**src/cra_pkg.sv**
```systemverilog
/*
 * cra_pkg: shared types and constants of the receive acceptance filter.
 * Assumes a single 250 MHz controller clock; nothing here is clocked.
 */
package cra_pkg;

    // filter word and config widths
    localparam int CRA_FILT_W = 32;
    localparam int CRA_CAP_W = 8;

    // acceptance filter modes
    typedef enum logic [1:0] {
        cra_single_std = 2'b00,
        cra_single_ext = 2'b01,
        cra_dual_std = 2'b10,
        cra_dual_ext = 2'b11
    } cra_mode_type;

    // one decoded frame from the bit engine
    typedef struct packed {
        logic ext;           // 29-bit identifier format
        logic rtr;           // remote frame
        logic [3:0] dlc;     // data length code
        logic [28:0] id;     // identifier, standard id in [10:0]
        logic [63:0] data;   // byte 0 in [63:56]
    } cra_frame_type;

    // one read queue entry
    typedef struct packed {
        logic echo;          // own transmission echoed back
        cra_frame_type frame;
    } cra_entry_type;

    // configuration as held after a write
    typedef struct packed {
        logic echo_en;
        cra_mode_type mode;
        logic [CRA_FILT_W-1:0] comp;
        logic [CRA_FILT_W-1:0] mask;
        logic [CRA_CAP_W-1:0] cap;
        logic [CRA_CAP_W-1:0] thr;
        logic thr_set;       // threshold written explicitly
    } cra_cfg_type;

    // reset values
    localparam logic [CRA_FILT_W-1:0] CRA_COMP_RESET = 32'h0000_0000;
    localparam logic [CRA_FILT_W-1:0] CRA_MASK_RESET = 32'hFFFF_FFFF;
    localparam logic [CRA_CAP_W-1:0] CRA_CAP_RESET = 8'h10;
    localparam int CRA_HALF_SHIFT = 1;

    // filter regions of the compare word
    localparam logic [CRA_FILT_W-1:0] CRA_ALL_BITS = 32'hFFFF_FFFF;
    localparam logic [CRA_FILT_W-1:0] CRA_DS_F1_BITS = 32'hFFFF_000F;
    localparam logic [CRA_FILT_W-1:0] CRA_DS_F2_BITS = 32'h0000_FFF0;
    localparam logic [CRA_FILT_W-1:0] CRA_DE_F1_BITS = 32'hFFFF_0000;
    localparam logic [CRA_FILT_W-1:0] CRA_DE_F2_BITS = 32'h0000_FFFF;
    localparam logic [3:0] CRA_SS_RSV = 4'h0;
    localparam logic [1:0] CRA_SE_RSV = 2'h0;

endpackage : cra_pkg

```
**src/cra_rx_filter.sv**
```systemverilog
/*
 * cra_rx_filter: acceptance filtering, transmit echo and read queue.
 * Also holds cra_fifo, the queue storage.
 * Assumes the bit engine on the same clock hands over decoded frames
 * as one-cycle strobes and that host logic drains the queue.
 */
`timescale 1ns/100ps

// queue storage: registered flags, array memory
module cra_fifo #(
    parameter int WIDTH = 8,
    parameter int DEPTH = 16
) (
    // clock and reset
    input wire logic clock_i,
    input wire logic rst_n_i,
    // fill side
    input wire logic in_valid_i,
    output logic in_ready_o,
    input wire logic [WIDTH-1:0] in_data_i,
    // drain side
    output logic out_valid_o,
    input wire logic out_ready_i,
    output logic [WIDTH-1:0] out_data_o,
    // fill level
    output logic [$clog2(DEPTH):0] count_o
);
    localparam int AW = $clog2(DEPTH);
    localparam logic [AW:0] FULL_CNT = (AW + 1)'(DEPTH);

    // whole control state in one word
    typedef struct packed {
        logic [AW-1:0] rd;
        logic [AW-1:0] wr;
        logic [AW:0] count;
        logic full;
        logic avail;         // at least one entry; registered valid
    } cra_fifo_st_type;

    cra_fifo_st_type st;
    cra_fifo_st_type next_st;
    logic [WIDTH-1:0] mem [DEPTH];  // entry storage
    logic push;
    logic pop;

    // handshakes only from registered flags
    assign push = in_valid_i & ~st.full;
    assign pop = out_ready_i & st.avail;
    assign in_ready_o = ~st.full;
    // valid straight from its own flop, no inverter on the way out
    assign out_valid_o = st.avail;
    assign out_data_o = mem[st.rd];
    assign count_o = st.count;

    // pointer and level update
    always_comb begin
        next_st = st;
        if (push) begin
            next_st.wr = st.wr + 1'b1;
        end
        if (pop) begin
            next_st.rd = st.rd + 1'b1;
        end
        // push and pop together leave the level alone
        if (push && !pop) begin
            next_st.count = st.count + 1'b1;
        end else if (pop && !push) begin
            next_st.count = st.count - 1'b1;
        end
        next_st.full = (next_st.count == FULL_CNT);
        next_st.avail = (next_st.count != '0);
    end

    // state register; memory needs no reset
    always_ff @(posedge clock_i) begin
        if (!rst_n_i) begin
            st <= '0;  // empty: nothing valid, pointers home
        end else begin
            st <= next_st;
        end
        if (push) begin
            mem[st.wr] <= in_data_i;
        end
    end

endmodule : cra_fifo

// Overview of operation
// [RQ1] batch flag once unread count reaches threshold
// [RQ2] unread frames bounded by configurable queue capacity
// [RQ3] echo acknowledged own frames when echo enabled
// [RQ4] never echo unacknowledged own transmissions
// [RQ5] echo off after reset; own frames dropped
// [RQ6] one filter verdict gates every receive consumer
// [RQ7] reset filter mode is single standard
// [RQ8] dual extended: accept if either filter matches
// [RQ9] dual extended filters use identifier top 16
// [RQ10] dual standard: two filters, either accepts
// [RQ11] dual standard: filter1 adds byte0, filter2 not
// [RQ12] single extended: 29 id bits plus RTR
// [RQ13] single standard: id, RTR, data bytes 0,1
// [RQ14] configurer zeroes reserved compare and mask bits
// [RQ15] compare resets to zero, mapped per mode
// [RQ16] mask zero compares, mask one ignores
// [RQ17] mask resets all ones, accepting everything
// [RQ18] filter once per good frame, whole frames only
module cra_rx_filter
    import cra_pkg::*;
#(
    parameter int DEPTH = 16
) (
    // clock and reset
    input wire logic clock_i,
    input wire logic rst_n_i,
    // configuration, taken on cfg_write_i
    input wire logic cfg_write_i,
    input wire logic tx_echo_enable_i,
    input wire cra_pkg::cra_mode_type accept_filter_mode_i,
    input wire logic [cra_pkg::CRA_FILT_W-1:0] accept_compare_value_i,
    input wire logic [cra_pkg::CRA_FILT_W-1:0] accept_mask_value_i,
    input wire logic [cra_pkg::CRA_CAP_W-1:0] rx_queue_capacity_i,
    // batch threshold, taken on thr_write_i
    input wire logic thr_write_i,
    input wire logic [cra_pkg::CRA_CAP_W-1:0] rx_batch_threshold_i,
    // frames from the bit engine
    input wire logic frame_valid_i,
    input wire logic frame_error_i,
    input wire logic frame_own_tx_i,
    input wire logic frame_acked_i,
    input wire cra_pkg::cra_frame_type frame_i,
    output logic frame_busy_o,
    // read queue towards host logic
    output logic rx_valid_o,
    input wire logic rx_ready_i,
    output cra_pkg::cra_entry_type rx_entry_o,
    // status
    output logic [$clog2(DEPTH):0] rx_count_o,
    output logic rx_batch_o,
    output logic frame_accept_o,
    output logic frame_drop_o
);
    import cra_pkg::*;

    localparam int CW = $clog2(DEPTH) + 1;
    localparam logic [CRA_CAP_W-1:0] DEPTH_CAP = CRA_CAP_W'(DEPTH);

    // whole control state in one word
    typedef struct packed {
        cra_cfg_type cfg;
        logic pend_valid;         // entry waiting for the queue
        cra_entry_type pend;
        logic batch;
        logic accept;
        logic drop;
    } cra_top_st_type;

    cra_top_st_type st;
    cra_top_st_type next_st;
    logic [CW-1:0] fifo_count;    // unread frames
    logic fifo_in_ready;
    logic fifo_out_valid;
    cra_entry_type fifo_out;
    logic [CRA_CAP_W-1:0] eff_cap;
    logic [CRA_CAP_W-1:0] eff_thr;
    logic [CRA_CAP_W-1:0] unread;
    logic below_cap;
    logic push_ok;
    logic take;
    logic pass;

    // acceptance test of one frame against the current filter
    function automatic logic cra_match(
        input cra_mode_type mode,
        input cra_frame_type f,
        input logic [CRA_FILT_W-1:0] comp,
        input logic [CRA_FILT_W-1:0] mask
    );
        logic [CRA_FILT_W-1:0] img;
        logic [CRA_FILT_W-1:0] eq;
        logic [CRA_FILT_W-1:0] reg1;
        logic [CRA_FILT_W-1:0] reg2;
        logic [7:0] d0;
        logic [7:0] d1;
        logic lay_ext;
        logic f1;
        logic f2;
        d0 = f.data[63:56];
        d1 = f.data[55:48];
        lay_ext = (mode == cra_single_ext) || (mode == cra_dual_ext);
        reg1 = CRA_ALL_BITS;
        reg2 = '0;
        // map frame bits onto the compare word [RQ15]
        case (mode)
            cra_single_std: begin
                img = {f.id[10:0], f.rtr, CRA_SS_RSV, d0, d1};  // [RQ13] [RQ14]
            end
            cra_single_ext: begin
                img = {f.id, f.rtr, CRA_SE_RSV};  // [RQ12] [RQ14]
            end
            cra_dual_std: begin
                // filter1 splits byte 0 round filter2 [RQ11]
                img = {f.id[10:0], f.rtr, d0[7:4], f.id[10:0], f.rtr, d0[3:0]};
                reg1 = CRA_DS_F1_BITS;
                reg2 = CRA_DS_F2_BITS;
            end
            default: begin
                img = {f.id[28:13], f.id[28:13]};  // [RQ9]
                reg1 = CRA_DE_F1_BITS;
                reg2 = CRA_DE_F2_BITS;
            end
        endcase
        // a set mask bit forgives a mismatch [RQ16]
        eq = ~(img ^ comp) | mask;
        f1 = &(eq | ~reg1);
        f2 = (reg2 != '0) && (&(eq | ~reg2));
        // other format is not filtered in this mode
        if (f.ext != lay_ext) begin
            cra_match = 1'b1;
        end else begin
            cra_match = f1 | f2;  // [RQ8] [RQ10]
        end
    endfunction : cra_match

    // capacity clamps to the storage actually built [RQ2]
    always_comb begin
        if (st.cfg.cap > DEPTH_CAP) begin
            eff_cap = DEPTH_CAP;
        end else begin
            eff_cap = st.cfg.cap;
        end
    end

    // threshold follows half capacity until written [RQ1]
    assign eff_thr = st.cfg.thr_set ? st.cfg.thr : (st.cfg.cap >> CRA_HALF_SHIFT);
    assign unread = CRA_CAP_W'(fifo_count);
    assign below_cap = (unread < eff_cap);  // [RQ2]
    assign push_ok = st.pend_valid & fifo_in_ready & below_cap;

    // only whole error-free frames are looked at [RQ18]
    // own frames need both echo and an acknowledge [RQ3] [RQ4] [RQ5]
    assign take = frame_valid_i & ~frame_error_i
        & (~frame_own_tx_i | (frame_acked_i & st.cfg.echo_en));
    // one verdict for queue and every consumer behind it [RQ6]
    assign pass = take & cra_match(st.cfg.mode, frame_i, st.cfg.comp, st.cfg.mask);

    // next state
    always_comb begin
        next_st = st;
        next_st.accept = 1'b0;
        next_st.drop = 1'b0;
        // configuration load; a frame this cycle sees the old set
        if (cfg_write_i) begin
            next_st.cfg.echo_en = tx_echo_enable_i;
            next_st.cfg.mode = accept_filter_mode_i;
            next_st.cfg.comp = accept_compare_value_i;
            next_st.cfg.mask = accept_mask_value_i;
            next_st.cfg.cap = rx_queue_capacity_i;
        end
        if (thr_write_i) begin
            next_st.cfg.thr = rx_batch_threshold_i;
            next_st.cfg.thr_set = 1'b1;
        end
        // pending entry leaves for the queue
        if (push_ok) begin
            next_st.pend_valid = 1'b0;
        end
        // enqueue only after the verdict is known [RQ18]
        if (pass) begin
            if (!st.pend_valid || push_ok) begin
                next_st.pend_valid = 1'b1;
                next_st.pend.echo = frame_own_tx_i;  // [RQ3]
                next_st.pend.frame = frame_i;
                next_st.accept = 1'b1;
            end else begin
                // stage still blocked: frame is lost, not split
                next_st.drop = 1'b1;
            end
        end
        next_st.batch = (unread >= eff_thr);  // [RQ1]
    end

    // state register with configuration defaults
    always_ff @(posedge clock_i) begin
        if (!rst_n_i) begin
            st <= '0;  // echo off, single standard [RQ5] [RQ7]
            st.cfg.comp <= CRA_COMP_RESET;  // [RQ15]
            st.cfg.mask <= CRA_MASK_RESET;  // [RQ17]
            st.cfg.cap <= CRA_CAP_RESET;
        end else begin
            st <= next_st;
        end
    end

    // read queue; a stalled host fills it and blocks the stage
    cra_fifo #(
        .WIDTH($bits(cra_entry_type)),
        .DEPTH(DEPTH)
    ) u_queue (
        .clock_i(clock_i),
        .rst_n_i(rst_n_i),
        .in_valid_i(st.pend_valid & below_cap),
        .in_ready_o(fifo_in_ready),
        .in_data_i(st.pend),
        .out_valid_o(fifo_out_valid),
        .out_ready_i(rx_ready_i),
        .out_data_o(fifo_out),
        .count_o(fifo_count)
    );

    // outputs
    assign rx_valid_o = fifo_out_valid;
    assign rx_entry_o = fifo_out;
    assign rx_count_o = fifo_count;
    assign rx_batch_o = st.batch;
    assign frame_busy_o = st.pend_valid;
    assign frame_accept_o = st.accept;
    assign frame_drop_o = st.drop;

endmodule : cra_rx_filter

```
**config.mk**
```make
export PLATFORM = sky130hd
export DESIGN_NAME = cra_rx_filter
export DESIGN_NICKNAME = d
export VERILOG_FILES = /design/src/cra_pkg.sv /design/src/cra_rx_filter.sv
export SDC_FILE = /design/constraint.sdc
export NUM_CORES = 2
export LEC_CHECK = 0
export ABC_AREA = 1
export BUFFER_PORTS_ARGS = -buffer_cell sky130_fd_sc_hd__buf_2
export CAP_MARGIN = 0
export CORE_MARGIN = 3
export CORE_UTILIZATION = 30
export CTS_CLUSTER_DIAMETER = 40
export CTS_CLUSTER_SIZE = 30
export DETAILED_ROUTE_END_ITERATION = 10
export SLEW_MARGIN = 20
export SYNTH_ARGS = -nofsm -noshare
export SYNTH_HDL_FRONTEND = slang
export SYNTH_HIERARCHICAL = 1
export SYNTH_SLANG_ARGS = --single-unit
export TNS_END_PERCENT = 20
```
**constraint.sdc**
```tcl
create_clock -name clock_i -period 17.6 [get_ports clock_i]
set_clock_uncertainty 0.05 [all_clocks]
set_input_delay 0.88 -clock clock_i [delete_from_list [all_inputs] [get_ports clock_i]]
set_output_delay 0.88 -clock clock_i [all_outputs]
set_load 0.01 [all_outputs]
```
==> flow_metrics.tcl <==
set metrics [dict create \
    min_path_type "in2reg" \
    die_y_um 501 \
    max_slew_margin_pct 22.1 \
    crit_fanout 215 \
    setup_violations 0 \
    worst_pin_slew_ns 1.17 \
    synth_top_area_share_pct 65.4 \
    dieArea_mm2 0.251 \
    slowest_delay_ns 0.97 \
    cts_buffers 192 \
    cts_resized 0 \
    gp_congestion 0.831 \
    core_mm2 0.243 \
    ys_ff_latch 1807 \
    io_pins 301 \
    port_buffers 300 \
    viasPerCell 5.04 \
    ys.warnings.count 6 \
    r2r_cells 18 \
    synth_area_leaders "edfxtp_1 65%, nor2_1 7.1%, dfxtp_1 5.6%" \
    fin_nets 6713 \
    drv_cap 0 \
    p_per_area_mw_per_mm2 127 \
    yosysSeqAreaShare_pct 71.0 \
    grt.overflow.total 0 \
    grt_pass1_wl_mm 315 \
    grt_pass1_vias 47600 \
    antenna_left 0 \
    antenna_found_initial 18 \
    irDropWorstVdd_v 0.000107 \
    outcome "complete, no violations" \
    dpl.hpwl_mm 110 \
    route.detailed.drc 0 \
    crit_path_end_kind "output pin" \
    path_cells "buf_4 > buf_12 > buf_4 > buf_4 > o21ai_0 > o211ai_1 > nand3_1 > nand2_1 > buf_2" \
    syn_to_final_growth_pct 15.4 \
    wirelength_mm 214 \
    leakage_nw 29.3 \
    period_needed_ns 7.09 \
    vias 49800 \
    worst_setup_path_start_kind "flip-flop" \
    clock_latency_ns 0.83 \
    final_cell_mix "1600 x edfxtp_1, 1370 x nor2_1, 773 x o21ai_0, 542 x nand2_1, 408 x o211ai_1" \
    fmax_mhz 141 \
    setup.worst_path.class "reg2out" \
    drive_gt1_share_pct 11.7 \
    final_common_cell "edfxtp_1" \
    syn_area_per_cell_um2 11.5 \
    htreeDepth 4 \
    die_x_um 501 \
    netlist_area_mm2 0.0735 \
    post_cts_buffers 0 \
    hold_violations 0 \
    cp.required_ns 16.67 \
    synth_fp_nets 6576 \
    cpMostUsedCell "buf_4" \
    grt_max_degree 370 \
    cts.clk_slew.worst_paths_ns 0.07 \
    yosys.area.top_type "edfxtp_1" \
    row_count 181 \
    drt_iter0_drc 5142 \
    cts_buffer_depth 3 \
    cts-root-buf "clkbuf_16" \
    cp_slowest_cell "buf_4" \
    cts_tree "done" \
    rsz0062_at_grt "no" \
    cp.arrival_ns 6.16 \
    post-route-period-util_pct 40.3 \
    cts.sink_count 1807 \
    fin_ws_ns 10.51 \
    pre_cts_ws_ns 11.50 \
    synth_cell_types 35 \
    syn_inst 6369 \
    wl_per_cell_um 21.7 \
    floorplan.initialDensity_pct 30.2 \
    holdBufCountCts 0 \
    slew_viol_final 0 \
    grt_use_total_pct 16.5 \
    fin_tns_setup_ns 0 \
    holdPathStages 3 \
    dr.pass1.iters 6 \
]
[sequential cells by signal, indices dropped and copies added, names as in the netlist, named ones only]
register	count
rx_batch_o	1
u_queue/st	9
frame_drop_o	1
st	184
frame_accept_o	1
u_queue/out_valid_o	1
frame_busy_o	1
u_queue/count_o	5
u_queue/mem	1600
[cell usage after synthesis]
library cell / instances
edfxtp_1: 1600
and3_1: 1
nor2_1: 1386
or2_2: 1
buf_2: 90
nor4_1: 1
xor2_1: 1
buf_8: 1
clkbuf_1: 233
o21ai_1: 195
nand3b_1: 13
mux2i_1: 4
ha_1: 16
o221ai_1: 1
buf_4: 22
buf_6: 43
clkinv_1: 2
a21oi_1: 68
o21ai_0: 773
a21boi_0: 2
o21bai_1: 1
inv_1: 359
o21a_1: 3
nand3_1: 207
o211ai_1: 408
xnor2_1: 1
nand4_1: 106
buf_1: 39
inv_6: 1
dfxtp_1: 207
nor3_1: 4
nand2_1: 543
inv_2: 33
nor2_2: 3
nor3b_1: 1
[worst max-delay path, delay by kind of cell (launching register included)]
| family | cells | cell delay, ns |
|---|---|---|
| and+or+nand+nor | 2 | 0.28 |
| AOI/OAI and AO/OA | 2 | 0.52 |
| DFF | 1 | 0.62 |
| buffers and inverters | 5 | 3.44 |
[logic make-up (layout without fill, tap and decap cells)]
kind of cell / after synthesis / count (layout) / share of synthesized area (%)
flops: 1807 / 1807 / 71.0
compound gates: 1451 / 1451 / 11.3
simple gates: 2266 / 2266 / 12.4
other cells: 0 / 2 / 0
mux: 4 / 4 / 0.0545
buf+inv: 823 / 1130 / 4.93
fa+ha+maj: 16 / 16 / 0.272
xor+xnor: 2 / 2 / 0.0238
[metal layers]
layer | vias up | part of all wire, % | GRT usage, %
met3 | 287 | 7.0 | 2.91
met2 | 1845 | 46 | 26.2
met1 | 24900 | 45 | 23.5
met5 | - | 0.029 | 0
li1 | 22800 | - | -
met4 | 10 | 2.1 | 4.00
[metrics by stage]
step | util, % | instance area (µm²) | power (W) | cells | hold WS, ns
floorplan | - | 73500 | 0.00598 | 6369 | 0.370
global placement | 31.9 | 77700 | 0.00648 | 9510 | 0.383
detailed placement | 31.9 | 77700 | 0.00651 | 9510 | 0.398
CTS | 34.8 | 84700 | 0.0109 | 9874 | 0.149
global route | 34.8 | 84800 | 0.0112 | 9878 | 0.171
finish | 34.8 | 84800 | 0.0108 | 9880 | 0.212
[cell type report]
type / count / area, µm²
Fill cell: 23800 / 159000
Sequential cell: 1807 / 52200
Multi-Input combinational cell: 3739 / 17800
Clock buffer: 211 / 4940
Tap cell: 3202 / 4010
Timing Repair Buffer: 371 / 2250
Clock inverter: 153 / 2060
Inverter: 395 / 1520
Antenna cell: 2 / 5.00
[power by group]
part,internal [W],switching [W],leakage [nW]
registers,0.00473,0.000104,16.5
clock network,0.00247,0.00190,3.37
logic,0.000483,0.00110,9.46
[worst paths after layout]
path,startpoint,end,slack (ns)
hold reg to reg,st[149],st[149],0.42
setup reg to reg,st[185],st[21],11.90
hold / removal,accept_mask_value_i[22],st[143],0.21
setup / recovery,flip-flop,rx_entry_o[12],10.51
Power figures use the tool's default switching activity.
